`config.mk`:
```
export PLATFORM = sky130hd
export DESIGN_NAME = pmi_i2c_slave
export DESIGN_NICKNAME = d
export VERILOG_FILES = /design/src/hdl/pmi_pkg.sv /design/src/hdl/pmi_line_if.sv /design/src/hdl/pmi_events.sv /design/src/hdl/pmi_filter.sv /design/src/hdl/pmi_i2c_slave.sv
export SDC_FILE = /design/constraint.sdc
export NUM_CORES = 1
export LEC_CHECK = 0
export ABC_CLOCK_PERIOD_IN_PS = 2850
export CORE_MARGIN = 5
export CORE_UTILIZATION = 41
export DETAILED_ROUTE_END_ITERATION = 10
export DONT_BUFFER_PORTS = 1
export PLACE_DENSITY = 0.65
export SYNTH_ARGS = -nofsm -noshare
export SYNTH_HDL_FRONTEND = slang
export SYNTH_SLANG_ARGS = --single-unit
```
`constraint.sdc`:
```
create_clock -name clk -period 2.85 [get_ports clk]
set_input_delay 0.1425 -clock clk [delete_from_list [all_inputs] [get_ports clk]]
set_output_delay 0.1425 -clock clk [all_outputs]
set_load 0.1 [all_outputs]
```
`src/hdl/pmi_pkg.sv`:
```
// shared constants and types of the power-management serial slave
package pmi_pkg;
    // clock and input filter timing
    localparam int CLK_PERIOD_NS = 10;
    localparam int FS_SPIKE_NS = 50;
    localparam int HS_SPIKE_NS = 10;
    localparam int FS_SPIKE_CYC = (FS_SPIKE_NS / CLK_PERIOD_NS < 1) ? 1
                                  : FS_SPIKE_NS / CLK_PERIOD_NS;
    localparam int HS_SPIKE_CYC = (HS_SPIKE_NS / CLK_PERIOD_NS < 1) ? 1
                                  : HS_SPIKE_NS / CLK_PERIOD_NS;
    localparam logic [3:0] FILT_FS_LIMIT = 4'(FS_SPIKE_CYC);
    localparam logic [3:0] FILT_HS_LIMIT = 4'(HS_SPIKE_CYC);
    // slave addresses and codes
    localparam logic [6:0] ADDR_MAIN_SEL1 = 7'h48;
    localparam logic [6:0] ADDR_MAIN_SEL0 = 7'h40;
    localparam logic [6:0] ADDR_TEST = 7'h49;
    localparam logic [7:0] GENERAL_CALL = 8'h00;
    localparam logic [4:0] HS_CODE_TOP = 5'h01;
    localparam logic [3:0] BITS_PER_BYTE = 4'h8;
    // reset values
    localparam logic [7:0] PTR_RESET = 8'h00;
    // frame states, one-hot
    typedef enum logic [5:0] {
        PMI_IGNORE  = 6'h01,
        PMI_RX      = 6'h02,
        PMI_ACK     = 6'h04,
        PMI_TX_LOAD = 6'h08,
        PMI_TX      = 6'h10,
        PMI_TX_ACK  = 6'h20
    } pmi_state_type;
    // meaning of the byte being received
    typedef enum logic [2:0] {
        PMI_PH_ADDR = 3'h1,
        PMI_PH_PTR  = 3'h2,
        PMI_PH_DATA = 3'h4
    } pmi_phase_type;
endpackage

```
`src/hdl/pmi_line_if.sv`:
```
// filtered bus lines and their events, shared inside the slave
`timescale 1ns/1ps
interface pmi_line_if;
    logic scl;
    logic sda;
    logic scl_rise;
    logic scl_fall;
    logic start;
    logic stop;
    modport detect (input scl, input sda,
                    output scl_rise, output scl_fall, output start,
                    output stop);
    modport core (input scl, input sda, input scl_rise, input scl_fall,
                  input start, input stop);
endinterface

```
`src/hdl/pmi_events.sv`:
```
// edge, start and stop detection on the filtered lines
`timescale 1ns/1ps
module pmi_events
    import pmi_pkg::*;
(
    input wire logic clk,
    input wire logic rst_b,
    pmi_line_if.detect line
);
    typedef struct packed {
        logic scl_q;
        logic sda_q;
    } pmi_ev_type;

    pmi_ev_type st;
    pmi_ev_type next_st;

    // remember last line levels
    always_comb
    begin
        next_st.scl_q = line.scl;
        next_st.sda_q = line.sda;
    end

    always_ff @(posedge clk)
    begin
        if (!rst_b)
            st <= '{scl_q: 1'b1, sda_q: 1'b1};
        else
            st <= next_st;
    end

    // data moving while the clock stays high marks start or stop
    assign line.scl_rise = line.scl && !st.scl_q;
    assign line.scl_fall = !line.scl && st.scl_q;
    assign line.start = line.scl && st.scl_q && st.sda_q && !line.sda;
    assign line.stop = line.scl && st.scl_q && !st.sda_q && line.sda;
endmodule

```
`src/hdl/pmi_filter.sv`:
```
// two-flop synchroniser and spike filter for one bus line
`timescale 1ns/1ps
module pmi_filter
    import pmi_pkg::*;
(
    input wire logic clk,
    input wire logic rst_b,
    input wire logic raw,
    input wire logic hs_mode,
    output logic clean
);
    typedef struct packed {
        logic s1;
        logic s2;
        logic [3:0] cnt;
        logic out;
    } pmi_filt_type;

    pmi_filt_type st;
    pmi_filt_type next_st;
    logic [3:0] limit;

    // a new level must hold for the spike time before it is passed on
    always_comb
    begin
        next_st = st;
        limit = hs_mode ? FILT_HS_LIMIT : FILT_FS_LIMIT;
        next_st.s1 = raw;
        next_st.s2 = st.s1;
        if (st.s2 == st.out)
            next_st.cnt = 4'h0;
        else if (st.cnt + 4'h1 >= limit)
        begin
            next_st.out = st.s2;
            next_st.cnt = 4'h0;
        end
        else
            next_st.cnt = st.cnt + 4'h1;
    end

    // idle bus is high, so reset to high
    always_ff @(posedge clk)
    begin
        if (!rst_b)
            st <= '{s1: 1'b1, s2: 1'b1, cnt: 4'h0, out: 1'b1};
        else
            st <= next_st;
    end

    assign clean = st.out;
endmodule

```
`src/hdl/pmi_i2c_slave.sv`:
```
// two-wire serial slave front end of the power-management device
//
// Contract
// RULE1: one bit per clock; data changes while clock high are control.
// RULE2: byte is eight bits MSB first plus one acknowledge bit.
// RULE3: start is data falling, stop is data rising, clock high.
// RULE4: repeated start behaves exactly like start, new address phase.
// RULE5: after stop or foreign address, ignore clocks until next start.
// RULE6: acknowledge drives data low through the ninth clock high.
// RULE7: not-acknowledge leaves data released through the ninth clock.
// RULE8: master should watch acknowledges and retry later on failure.
// RULE9: every register pointer value is acknowledged.
// RULE10: only seven-bit slave addresses are matched.
// RULE11: main address 0x48 or 0x40 by option; last bit is read.
// RULE12: address 0x49 acknowledged only while test mode unlocked.
// RULE13: no other slave address is acknowledged.
// RULE14: the clock line is never held low.
// RULE15: general call address is never acknowledged.
// RULE16: works at any clock rate up to high-speed range.
// RULE17: speeds up to 1MHz need no announcing sequence.
// RULE18: filters return to up-to-1MHz mode at power-up and stop.
// RULE19: high-speed filters only after the high-speed master code.
// RULE20: both lines released when the interface is idle.
// RULE21: both supplies under voltage keeps both lines released.
// RULE22: master ends with not-acknowledge and stop, or repeated start.
// RULE23: master code 0000_1xxx is not acknowledged, enters high speed.
// RULE24: stop leaves the register pointer unchanged.
// RULE25: read returns eight bits from the pointed register.
// RULE26: write data bytes acknowledged, stored at successive registers.
// RULE27: both lines synchronised and spike filtered before use.
`timescale 1ns/1ps
module pmi_i2c_slave
    import pmi_pkg::*;
(
    input wire logic clk,
    input wire logic rst_b,
    input wire logic scl_in,
    output logic scl_out,
    output logic scl_oe,
    input wire logic sda_in,
    output logic sda_out,
    output logic sda_oe,
    input wire logic addr_select,
    input wire logic test_unlock,
    input wire logic io_supply_undervoltage,
    input wire logic system_supply_undervoltage,
    output logic hs_mode,
    output logic [7:0] reg_ptr,
    output logic wr_strobe,
    output logic [7:0] wr_addr,
    output logic [7:0] wr_data,
    output logic rd_strobe,
    input wire logic [7:0] rd_data
);
    typedef struct packed {
        pmi_state_type st;
        pmi_phase_type ph;
        logic [3:0] cnt;
        logic [7:0] sh;
        logic rw;
        logic acked;
        logic drive;
        logic hs;
        logic [7:0] ptr;
        logic [7:0] wr_addr;
        logic [7:0] wr_data;
        logic wr_stb;
        logic rd_stb;
        logic [1:0] uv_s1;
        logic [1:0] uv_s2;
        logic ad_s1;
        logic ad_s2;
    } pmi_core_type;

    pmi_core_type r;
    pmi_core_type next_r;
    pmi_line_if line ();
    logic [6:0] main_addr;
    logic uv_both;
    logic addr_hit;

    // RULE27 RULE16 line filtering, width set by mode only
    pmi_filter scl_filt (
        .clk(clk),
        .rst_b(rst_b),
        .raw(scl_in),
        .hs_mode(r.hs),
        .clean(line.scl)
    );

    // RULE27 line filtering
    pmi_filter sda_filt (
        .clk(clk),
        .rst_b(rst_b),
        .raw(sda_in),
        .hs_mode(r.hs),
        .clean(line.sda)
    );

    // RULE3 condition detection
    pmi_events events (
        .clk(clk),
        .rst_b(rst_b),
        .line(line)
    );

    // RULE11 address option select
    assign main_addr = r.ad_s2 ? ADDR_MAIN_SEL1 : ADDR_MAIN_SEL0;
    assign uv_both = &r.uv_s2;
    // RULE10 RULE12 seven-bit match, test address gated
    assign addr_hit = (r.sh[7:1] == main_addr)
                      || (test_unlock && r.sh[7:1] == ADDR_TEST);

    // frame sequencing, one step per filtered clock edge
    always_comb
    begin
        next_r = r;
        next_r.wr_stb = 1'b0;
        next_r.rd_stb = 1'b0;
        next_r.uv_s1 = {io_supply_undervoltage, system_supply_undervoltage};
        next_r.uv_s2 = r.uv_s1;
        next_r.ad_s1 = addr_select;
        next_r.ad_s2 = r.ad_s1;
        // RULE3 stop ends the frame
        if (line.stop)
        begin
            // RULE24 pointer kept
            next_r.st = PMI_IGNORE;
            // RULE17 RULE18 back to slow filters
            next_r.hs = 1'b0;
            next_r.drive = 1'b0;
        end
        // RULE4 start or repeated start
        else if (line.start)
        begin
            next_r.st = PMI_RX;
            next_r.ph = PMI_PH_ADDR;
            next_r.cnt = 4'h0;
            next_r.drive = 1'b0;
        end
        else
        begin
            case (r.st)
                // RULE5 clocks ignored here
                PMI_IGNORE:
                begin
                    next_r.drive = 1'b0;
                end
                PMI_RX:
                begin
                    // RULE1 sample on clock rise, MSB first
                    if (line.scl_rise && r.cnt < BITS_PER_BYTE)
                    begin
                        next_r.sh = {r.sh[6:0], line.sda};
                        next_r.cnt = r.cnt + 4'h1;
                    end
                    // RULE2 decide after eighth bit
                    else if (line.scl_fall && r.cnt == BITS_PER_BYTE)
                    begin
                        case (r.ph)
                            PMI_PH_ADDR:
                            begin
                                // RULE15 general call refused
                                if (r.sh == GENERAL_CALL)
                                    next_r.st = PMI_IGNORE;
                                // RULE19 RULE23 master code, no ack
                                else if (r.sh[7:3] == HS_CODE_TOP)
                                begin
                                    next_r.hs = 1'b1;
                                    next_r.st = PMI_IGNORE;
                                end
                                // RULE13 only own addresses acknowledged
                                else if (addr_hit)
                                begin
                                    next_r.drive = 1'b1;
                                    next_r.rw = r.sh[0];
                                    next_r.st = PMI_ACK;
                                end
                                else
                                    next_r.st = PMI_IGNORE;
                            end
                            PMI_PH_PTR:
                            begin
                                // RULE9 every pointer acknowledged
                                next_r.ptr = r.sh;
                                next_r.ph = PMI_PH_DATA;
                                next_r.drive = 1'b1;
                                next_r.st = PMI_ACK;
                            end
                            default:
                            begin
                                // RULE26 store and advance pointer
                                next_r.wr_stb = 1'b1;
                                next_r.wr_addr = r.ptr;
                                next_r.wr_data = r.sh;
                                next_r.ptr = r.ptr + 8'h01;
                                next_r.drive = 1'b1;
                                next_r.st = PMI_ACK;
                            end
                        endcase
                    end
                end
                PMI_ACK:
                begin
                    // RULE6 hold low until ninth clock falls
                    if (line.scl_fall)
                    begin
                        next_r.drive = 1'b0;
                        next_r.cnt = 4'h0;
                        if (r.ph == PMI_PH_ADDR && r.rw)
                        begin
                            next_r.st = PMI_TX_LOAD;
                            next_r.rd_stb = 1'b1;
                        end
                        else
                        begin
                            if (r.ph == PMI_PH_ADDR)
                                next_r.ph = PMI_PH_PTR;
                            next_r.st = PMI_RX;
                        end
                    end
                end
                PMI_TX_LOAD:
                begin
                    // RULE25 fetch pointed register
                    next_r.sh = rd_data;
                    next_r.ptr = r.ptr + 8'h01;
                    next_r.drive = !rd_data[7];
                    next_r.cnt = 4'h0;
                    next_r.st = PMI_TX;
                end
                PMI_TX:
                begin
                    // RULE2 shift out on clock fall
                    if (line.scl_fall)
                    begin
                        if (r.cnt == BITS_PER_BYTE - 4'h1)
                        begin
                            next_r.drive = 1'b0;
                            next_r.st = PMI_TX_ACK;
                        end
                        else
                        begin
                            next_r.sh = {r.sh[6:0], 1'b0};
                            next_r.drive = !r.sh[6];
                            next_r.cnt = r.cnt + 4'h1;
                        end
                    end
                end
                PMI_TX_ACK:
                begin
                    // RULE7 master answer sampled on ninth rise
                    if (line.scl_rise)
                        next_r.acked = !line.sda;
                    else if (line.scl_fall)
                    begin
                        if (r.acked)
                        begin
                            next_r.st = PMI_TX_LOAD;
                            next_r.rd_stb = 1'b1;
                        end
                        else
                            next_r.st = PMI_IGNORE;
                    end
                end
                default:
                begin
                    next_r.st = PMI_IGNORE;
                    next_r.drive = 1'b0;
                end
            endcase
        end
        // RULE21 undervoltage releases the line
        if (uv_both)
            next_r.drive = 1'b0;
    end

    // RULE18 power-up state: slow filters, idle
    always_ff @(posedge clk)
    begin
        if (!rst_b)
        begin
            r <= '0;
            r.st <= PMI_IGNORE;
            r.ph <= PMI_PH_ADDR;
            r.ptr <= PTR_RESET;
        end
        else
            r <= next_r;
    end

    // open-drain drive of data; RULE14 clock never driven
    assign scl_out = 1'b0;
    assign scl_oe = 1'b0;
    assign sda_out = 1'b0;
    // RULE20 drives only during acknowledge or read data
    assign sda_oe = r.drive;
    assign hs_mode = r.hs;
    assign reg_ptr = r.ptr;
    assign wr_strobe = r.wr_stb;
    assign wr_addr = r.wr_addr;
    assign wr_data = r.wr_data;
    assign rd_strobe = r.rd_stb;

    // checks of the bus behaviour
    logic byte_done;
    assign byte_done = (r.st == PMI_RX) && line.scl_fall
                       && r.cnt == BITS_PER_BYTE && !line.start && !line.stop;

    a_no_stretch: assert property ( // RULE14
        @(posedge clk) disable iff (!rst_b) !scl_oe)
        else $error("clock line driven");
    a_uv_release: assert property ( // RULE21
        @(posedge clk) disable iff (!rst_b) uv_both |=> !sda_oe)
        else $error("data driven under undervoltage");
    a_stop_slow_filter: assert property ( // RULE18
        @(posedge clk) disable iff (!rst_b) line.stop |=> !hs_mode)
        else $error("high speed kept after stop");
    a_stop_ptr_kept: assert property ( // RULE24
        @(posedge clk) disable iff (!rst_b)
        line.stop |=> reg_ptr == $past(reg_ptr))
        else $error("pointer changed by stop");
    a_gencall_nack: assert property ( // RULE15
        @(posedge clk) disable iff (!rst_b)
        byte_done && r.ph == PMI_PH_ADDR && r.sh == GENERAL_CALL
        |=> !sda_oe [*2])
        else $error("general call acknowledged");
    a_main_addr_ack: assert property ( // RULE11
        @(posedge clk) disable iff (!rst_b)
        byte_done && r.ph == PMI_PH_ADDR && r.sh[7:1] == main_addr
        && !uv_both |=> sda_oe && r.st == PMI_ACK)
        else $error("main address not acknowledged");
    a_test_addr_lock: assert property ( // RULE12
        @(posedge clk) disable iff (!rst_b)
        byte_done && r.ph == PMI_PH_ADDR && r.sh[7:1] == ADDR_TEST
        && !test_unlock |=> !sda_oe && r.st == PMI_IGNORE)
        else $error("locked test address acknowledged");
    a_ptr_ack: assert property ( // RULE9
        @(posedge clk) disable iff (!rst_b)
        byte_done && r.ph == PMI_PH_PTR && !uv_both
        |=> sda_oe && reg_ptr == $past(r.sh))
        else $error("pointer byte not acknowledged");
    a_hs_entry: assert property ( // RULE23
        @(posedge clk) disable iff (!rst_b)
        byte_done && r.ph == PMI_PH_ADDR && r.sh[7:3] == HS_CODE_TOP
        |=> hs_mode && !sda_oe)
        else $error("master code mishandled");
    a_ignore_hold: assert property ( // RULE5
        @(posedge clk) disable iff (!rst_b)
        r.st == PMI_IGNORE && !line.start |=> r.st == PMI_IGNORE && !sda_oe)
        else $error("activity while ignoring");
    a_write_advance: assert property ( // RULE26
        @(posedge clk) disable iff (!rst_b)
        wr_strobe |-> reg_ptr == wr_addr + 8'h01)
        else $error("pointer not advanced on write");

    c_write: cover property (@(posedge clk) disable iff (!rst_b) wr_strobe);
    c_read: cover property (
        @(posedge clk) disable iff (!rst_b) rd_strobe ##1 r.st == PMI_TX);
    c_hs: cover property (@(posedge clk) disable iff (!rst_b) $rose(hs_mode));
    c_burst_read: cover property (
        @(posedge clk) disable iff (!rst_b)
        r.st == PMI_TX_ACK && line.scl_fall && r.acked);
endmodule

```
==> results of run 1 <==
## per-stage QoR
stage                     cells  total power, mW  setup WS (ns)   util
final                       555             2.07          0.498  0.477
after global routing        555             2.15          0.362  0.477
after CTS                   555             2.09          0.544  0.477
after detailed placement    527             1.18          0.568  0.437
after global placement      527             1.18          0.598  0.437
after floorplan             433             1.16          0.802      -
## worst reg2reg max path: cells and delay by family, from the launching register on
family                 cells  cell delay [ns]
and+or+nand+nor            3             0.98
AOI/OAI and AO/OA          2             0.64
DFF                        1             0.47
buffers and inverters      1             0.19
## sequential cells by signal, indices dropped and copies added, names as in the netlist, 2 cells and up
register,flops
wr_addr,8
sda_filt.st,5
events.st,2
r,26
wr_data,8
reg_ptr,8
scl_filt.st,5
next_r,3
## report_power, final
part	total, mW	switching [mW]	internal (mW)	leakage, nW
Sequential	1.05	0.0166	1.03	0.592
Combinational	0.130	0.0831	0.0473	0.886
Clock	0.883	0.354	0.530	0.111
## routing by layer
layer	vias up	part of all wire	global-route usage
li1	1542	-	-
met4	0	0.027	0.0637
met5	-	0	0
met1	1465	0.44	0.200
met3	25	0.063	0.0428
met2	103	0.47	0.267
## Yosys cell counts, types with 3 or more instances
cell type and count:
dfxtp_1 73, nor2_1 44, nand2_1 30, buf_4 29, nand3_1 20, a21oi_1 18, mux2i_1 18, clkbuf_1 14
inv_1 12, and2_1 11, nand2b_1 11, a311oi_1 9, ha_1 9, nand4_1 9, xor2_1 9, a31oi_1 8
nor2b_1 8, o21ai_0 8, nor3_1 7, nor4_1 6, buf_2 4, nor4b_1 4, o21a_1 4, a211oi_1 3
nand4b_1 3, nor3b_1 3, o22ai_1 3
## path summary, 6_finish.rpt
path,to,slack [ns],cells after the start
worst max-delay path,reg_ptr[0],0.50,6
worst min-delay path,r[48],0.08,2
worst max register to register,reg_ptr[0],0.50,6
worst min register to register,sda_filt.st[5],0.41,1
## final cells by class
class	count	area share
flip-flops and latches	73	0.348
well taps	108	0.0322
clock inverters	3	0.0155
inverters	12	0.0107
multi-input cells	300	0.464
clock buffers	11	0.0360
repair buffers	48	0.0941
## cells by family after synthesis
family          after synthesis
fa+ha+maj                     9
mux                          19
flops                        73
other cells                   1
xor+xnor                     11
simple gates                174
buf+inv                      60
compound gates               82
## cells in the final DEF (no fill, tap or decap), types with 7 or more instances in the layout
cell type / count
dfxtp_1: 73
nor2_1: 44
buf_4: 34
nand2_1: 30
nand3_1: 20
a21oi_1: 18
mux2i_1: 18
dlygate4sd3_1: 14
inv_1: 12
nand2b_1: 11
and2_1: 11
clkbuf_8: 11
xor2_1: 9
nand4_1: 9
a311oi_1: 9
ha_1: 9
nor2b_1: 8
o21ai_0: 8
a31oi_1: 8
nor3_1: 7
==> run_summary.xml, run 1 <==
<?xml version="1.0" encoding="UTF-8"?>
<metrics>
  <group name="yosys">
    <metric name="synth.yosys.warnings" unit="">0</metric>
    <metric name="synth_cell_type_count" unit="">65</metric>
    <metric name="synthMuxAreaShare" unit="">0.0513</metric>
    <metric name="netlist_top_cells_area" unit="">dfxtp_1 (39%), buf_4 (5.8%), mux2i_1 (4.8%), nor2_1 (4.4%), ha_1 (3.0%)</metric>
    <metric name="synth_top_family_by_area" unit="">simple AND/OR/NAND/NOR gates</metric>
    <metric name="synth-xor-area-share" unit="">0.0258</metric>
    <metric name="yosysSeqAreaShare" unit="">0.391</metric>
    <metric name="synthCells" unit="">429</metric>
    <metric name="syn-mean-instance-area" unit="um^2">8.71</metric>
    <metric name="netlist.area_leader.share" unit="">0.391</metric>
    <metric name="number_of_flops_mapped_to_enable_cells_by_yosys" unit="">0</metric>
    <metric name="ys_dominant_reg_cell" unit="">dfxtp_1</metric>
    <metric name="yosys.area_share.adder" unit="">0.0302</metric>
    <metric name="synth.ff_latch_count" unit="">73</metric>
    <metric name="synth-compound-area-share" unit="">0.157</metric>
    <metric name="library_cell_occupying_the_most_area_in_the_post_synthesis_netlist" unit="">dfxtp_1</metric>
    <metric name="postSynth.asyncResetShare" unit="">0</metric>
    <metric name="synth_simple_gate_area_share" unit="">0.251</metric>
    <metric name="synth.cell_area" unit="mm^2">0.00373</metric>
  </group>
  <group name="hold_path">
    <metric name="worst_hold_path_type" unit="">in2reg</metric>
    <metric name="worstHoldStart" unit="">rst_b</metric>
  </group>
  <group name="critical_path">
    <metric name="critical-path-max-stage-delay" unit="ns">0.55</metric>
    <metric name="crit_chain" unit="">nor2b_1 -&gt; nand4b_1 -&gt; buf_4 -&gt; o32a_1 -&gt; or4_1 -&gt; a31oi_1</metric>
    <metric name="timing.critical_path.to_type" unit="">register</metric>
    <metric name="cp-start-kind" unit="">register</metric>
    <metric name="setup.worst_path.start" unit="">events.st[1]</metric>
    <metric name="worst_path_max_fanout" unit="">11</metric>
    <metric name="regToRegStartpoint" unit="">events.st[1]</metric>
    <metric name="worst_path_max_delay_cell" unit="">or4_1</metric>
    <metric name="cp_num_buf_inv" unit="">1</metric>
    <metric name="arrival" unit="ns">2.62</metric>
    <metric name="critical_path_type" unit="">reg2reg</metric>
    <metric name="timing.critical_path.max_delay_family" unit="">simple AND/OR/NAND/NOR gates</metric>
    <metric name="required" unit="ns">3.12</metric>
  </group>
  <group name="clock_tree">
    <metric name="postCtsHoldBufs" unit="">14</metric>
    <metric name="postCtsResizedCells" unit="">0</metric>
    <metric name="cts_made_buffers" unit="">9</metric>
    <metric name="max-clock-path-buffers" unit="">2</metric>
    <metric name="worstSkewPairLatency" unit="ns">0.34</metric>
    <metric name="clock_tree_from_tritoncts" unit="">done</metric>
    <metric name="clk_pin_slew_worst_paths" unit="ns">0.07</metric>
    <metric name="tritoncts_num_sinks" unit="">73</metric>
    <metric name="post_cts.repair.setup_buffers" unit="">0</metric>
    <metric name="cts_max_level" unit="">3</metric>
    <metric name="root_buffer" unit="">clkbuf_8</metric>
  </group>
  <group name="pwr">
    <metric name="max-vdd-ir-drop" unit="V">0.000432</metric>
    <metric name="static-leakage-power" unit="nW">1.59</metric>
    <metric name="power_density" unit="mW/mm^2">492</metric>
  </group>
  <group name="final_layout">
    <metric name="final_layout_size_suffix_gt1_frac" unit="">0.134</metric>
    <metric name="final_net_count" unit="">469</metric>
    <metric name="design_area" unit="mm^2">0.00420</metric>
    <metric name="areaGrowthSynthToFinish" unit="%">12.5</metric>
    <metric name="multi_input_combinational_cell_area" unit="mm^2">0.00195</metric>
    <metric name="area_used_by_sequential_logic_in_the_layout" unit="mm^2">0.00146</metric>
    <metric name="num_antenna_cells" unit="">0</metric>
    <metric name="n_fill_cell" unit="">868</metric>
  </group>
  <group name="placement">
    <metric name="placed_cell_areas" unit="mm^2">0.00384</metric>
    <metric name="globalplace.congestion" unit="">0.900</metric>
    <metric name="dp_hpwl" unit="um">6340</metric>
    <metric name="port_buffers" unit="">0</metric>
  </group>
  <group name="timing">
    <metric name="finalSetupTns" unit="ns">0</metric>
    <metric name="finalHoldViolations" unit="">0</metric>
    <metric name="slew_headroom" unit="">0.345</metric>
    <metric name="finalCritPeriodShare" unit="">0.825</metric>
    <metric name="rsz0062_at_grt" unit="">no</metric>
    <metric name="setup_viol_count_final" unit="">0</metric>
    <metric name="clock_skew" unit="ns">0.00813</metric>
    <metric name="fmax_achieved" unit="MHz">425</metric>
    <metric name="max_slew_violation_count" unit="">0</metric>
    <metric name="min_period" unit="ns">2.35</metric>
    <metric name="timing.hold.ws" unit="ns">0.0831</metric>
    <metric name="timing_worst_slew_pin_value" unit="ns">0.981</metric>
  </group>
  <group name="floorplan">
    <metric name="die_ar" unit="mm^2">0.0111</metric>
    <metric name="die_width" unit="um">105</metric>
    <metric name="row_count" unit="">34</metric>
    <metric name="start_util" unit="">0.424</metric>
    <metric name="die_y" unit="um">105</metric>
    <metric name="placeableCoreArea" unit="mm^2">0.00881</metric>
    <metric name="num_io_pins" unit="">47</metric>
  </group>
  <group name="route">
    <metric name="detailroute.via_count" unit="">3135</metric>
    <metric name="post_drt_wl_per_cell" unit="um">15.8</metric>
    <metric name="drt_first_iter_violations" unit="">193</metric>
    <metric name="drt_first_pass_iters" unit="">4</metric>
    <metric name="drc" unit="">0</metric>
    <metric name="drt-vias-per-instance" unit="">5.65</metric>
    <metric name="routed_wl" unit="um">8790</metric>
    <metric name="ant_nets" unit="">0</metric>
  </group>
  <group name="grt">
    <metric name="antenna_found_initial" unit="">0</metric>
    <metric name="grt_pass1_wl" unit="um">14800</metric>
    <metric name="grt_max_degree" unit="">24</metric>
    <metric name="groute.usage.overall" unit="">0.161</metric>
    <metric name="first_global_vias" unit="">3063</metric>
    <metric name="globalRoute.totalOverflow" unit="">0</metric>
  </group>
  <group name="flow_run">
    <metric name="drv_cap" unit="">0</metric>
  </group>
  <group name="outcome">
    <metric name="run_status" unit="">finished, final reports clean</metric>
  </group>
</metrics>
Power figures use the tool's default switching activity.
==> run 2: changes to the inputs <==
ABC_CLOCK_PERIOD_IN_PS = 2400   (was 2850)
clock period = 2.4 ns   (was 2.85 ns; I/O delays follow)
==> run 2 against run 1 <==
Effect of this change:
- power increased by 13%
- via count increased by 1.7%
- sequential share of layout area decreased by 0.54 points
- clock power increased by 4.3%
- critical path depth decreased by 1
- utilization increased by 0.75 points
- wire length about the same
- highest routed layer unchanged
- global-route usage decreased by 0.090 points
- first-iteration DRC count decreased by 2.1%
- worst hold slack got worse by 0.031 ns
- die area unchanged
- largest power group unchanged
==> run_summary.xml, run 2 (synthesis gave the netlist of run 1 again) <==
<?xml version="1.0" encoding="UTF-8"?>
<metrics>
  <group name="timing">
    <metric name="finalHoldViolations" unit="">0</metric>
    <metric name="final.setup.worst_slack" unit="ns">0.224</metric>
    <metric name="finalSetupTns" unit="ns">0</metric>
    <metric name="fmax_achieved" unit="MHz">460</metric>
    <metric name="timing_worst_slew_pin_value" unit="ns">0.960</metric>
    <metric name="rsz0062_at_grt" unit="">no</metric>
    <metric name="min_period" unit="ns">2.18</metric>
    <metric name="finalCritPeriodShare" unit="">0.906</metric>
    <metric name="setup_viol_count_final" unit="">0</metric>
    <metric name="slew_headroom" unit="">0.359</metric>
    <metric name="max_slew_violation_count" unit="">0</metric>
    <metric name="clock_skew" unit="ns">0.00520</metric>
  </group>
  <group name="critical_path">
    <metric name="crit_chain" unit="">nor4_2 -&gt; and3b_1 -&gt; o21a_1 -&gt; a2111oi_0 -&gt; mux2i_1</metric>
    <metric name="timing.critical_path.to_type" unit="">register</metric>
    <metric name="critical-path-max-stage-delay" unit="ns">0.64</metric>
    <metric name="required" unit="ns">2.67</metric>
    <metric name="critical_path_type" unit="">reg2reg</metric>
    <metric name="rr_worst_depth" unit="">5</metric>
    <metric name="worst_path_max_fanout" unit="">9</metric>
    <metric name="worst_path_max_delay_cell" unit="">a2111oi_0</metric>
    <metric name="cp-start-kind" unit="">register</metric>
    <metric name="arrival" unit="ns">2.45</metric>
  </group>
  <group name="route">
    <metric name="detailroute.via_count" unit="">3188</metric>
    <metric name="dr_wl_met2" unit="um">4050</metric>
    <metric name="drt_first_iter_violations" unit="">189</metric>
    <metric name="wirelength_met1" unit="um">3870</metric>
    <metric name="ant_nets" unit="">0</metric>
    <metric name="drt_first_pass_iters" unit="">5</metric>
    <metric name="drt-vias-per-instance" unit="">5.61</metric>
    <metric name="highest-signal-layer" unit="">met4</metric>
    <metric name="drc" unit="">0</metric>
    <metric name="routed_wl" unit="um">8790</metric>
    <metric name="post_drt_wl_per_cell" unit="um">15.5</metric>
    <metric name="met3_wirelength" unit="um">668</metric>
  </group>
  <group name="pwr">
    <metric name="static-leakage-power" unit="nW">1.63</metric>
    <metric name="max-vdd-ir-drop" unit="V">0.000502</metric>
    <metric name="power_density" unit="mW/mm^2">545</metric>
  </group>
  <group name="grt">
    <metric name="first_global_vias" unit="">3046</metric>
    <metric name="globalRoute.totalOverflow" unit="">0</metric>
    <metric name="antenna_found_initial" unit="">1</metric>
    <metric name="grt_pass1_wl" unit="um">14700</metric>
    <metric name="groute.usage.overall" unit="">0.160</metric>
    <metric name="grt_max_degree" unit="">24</metric>
  </group>
  <group name="final_layout">
    <metric name="areaGrowthSynthToFinish" unit="%">14.3</metric>
    <metric name="largest_register_ffs" unit="">26</metric>
    <metric name="final_layout_size_suffix_gt1_frac" unit="">0.155</metric>
    <metric name="max_flop_register" unit="">r</metric>
    <metric name="n_fill_cell" unit="">831</metric>
    <metric name="most_frequent_cells_in_the_layout" unit="">dfxtp_1 (73), nor2_1 (44), buf_4 (44), nand2_1 (30), nand3_1 (20)</metric>
    <metric name="mostFrequentLayoutCell" unit="">dfxtp_1</metric>
    <metric name="final_net_count" unit="">480</metric>
  </group>
  <group name="placement">
    <metric name="port_buffers" unit="">0</metric>
    <metric name="globalplace.congestion" unit="">0.895</metric>
    <metric name="detailedPlace.worstSlack" unit="ns">0.307</metric>
    <metric name="dp_hpwl" unit="um">6310</metric>
  </group>
  <group name="clock_tree">
    <metric name="postCtsResizedCells" unit="">0</metric>
    <metric name="tritoncts_num_sinks" unit="">73</metric>
    <metric name="clk_pin_slew_worst_paths" unit="ns">0.07</metric>
    <metric name="cts_made_buffers" unit="">9</metric>
    <metric name="postCtsHoldBufs" unit="">14</metric>
    <metric name="max-clock-path-buffers" unit="">2</metric>
    <metric name="clock_tree_from_tritoncts" unit="">done</metric>
    <metric name="cts_max_level" unit="">3</metric>
    <metric name="root_buffer" unit="">clkbuf_8</metric>
    <metric name="worstSkewPairLatency" unit="ns">0.34</metric>
    <metric name="post_cts.repair.setup_buffers" unit="">0</metric>
  </group>
  <group name="hold_path">
    <metric name="worst_hold_path_type" unit="">in2reg</metric>
    <metric name="worstHoldPathCells" unit="">2</metric>
  </group>
  <group name="floorplan">
    <metric name="die_y" unit="um">105</metric>
    <metric name="die_width" unit="um">105</metric>
    <metric name="start_util" unit="">0.424</metric>
    <metric name="placeableCoreArea" unit="mm^2">0.00881</metric>
    <metric name="row_count" unit="">34</metric>
    <metric name="num_io_pins" unit="">47</metric>
    <metric name="die_ar" unit="mm^2">0.0111</metric>
  </group>
  <group name="outcome">
    <metric name="run_status" unit="">finished, final reports clean</metric>
  </group>
  <group name="flow_run">
    <metric name="drv_cap" unit="">0</metric>
  </group>
</metrics>
run 2: cell types whose count changed in the layout (fill, tap and decap cells not counted):
cell / before / now
clkinv_2: 1 / 2
buf_12: 0 / 1
clkinv_4: 0 / 2
buf_4: 34 / 44
diode_2: 0 / 1
clkbuf_8: 11 / 9
bufinv_16: 2 / 1
clkbuf_1: 0 / 1
run 2: where the power goes:
group	internal, mW	leakage (nW)	switching (mW)	total, mW
sequential	1.23	0.592	0.0167	1.25
combinational	0.0593	0.941	0.102	0.161
clock	0.475	0.0961	0.446	0.921
total	1.76	1.63	0.565	2.33
run 2: cell type report:
class | count | area [um^2] | share of cell area
Tap cell | 108 | 135 | 0.0317
Clock inverter | 5 | 57.6 | 0.0135
Clock buffer | 10 | 128 | 0.0299
Antenna cell | 1 | 2.50 | 0.000586
Timing Repair Buffer | 59 | 490 | 0.115
Inverter | 12 | 45.0 | 0.0106
Multi-Input combinational cell | 300 | 1950 | 0.456
Sequential cell | 73 | 1460 | 0.342
run 2: final timing paths:
kind / from / end / slack, ns
worst min register to register: sda_filt.next_st[5] / sda_filt.st[5] / 0.41
worst max register to register: r[55] / sda_oe / 0.22
worst max-delay path: r[55] / sda_oe / 0.22
worst min-delay path: rst_b / r[48] / 0.05
run 2: stage by stage:
stage	power, mW	cells	hold slack [ns]	utilization	instance area, um^2
floorplan	1.38	433	0.221	-	3750
global placement	1.41	538	0.196	0.447	3940
detailed placement	1.41	538	0.199	0.447	3940
CTS	2.35	567	0.0442	0.484	4270
global route	2.42	568	0.0504	0.485	4270
finish	2.33	568	0.0520	0.485	4270
run 2: worst max-delay path: cells and delay by family (launching register included):
kind	cells	cell delay [ns]
AO/OA/AOI/OAI	2	0.88
flip-flops	1	0.54
AND/OR/NAND/NOR	2	0.43
multiplexers	1	0.25
run 2: per-layer routing:
| metal | global-route usage | up-vias |
|---|---|---|
| met5 | 0 | - |
| met4 | 0.0544 | 0 |
| met3 | 0.0385 | 20 |
| met2 | 0.267 | 126 |
| met1 | 0.203 | 1474 |
| li1 | - | 1568 |
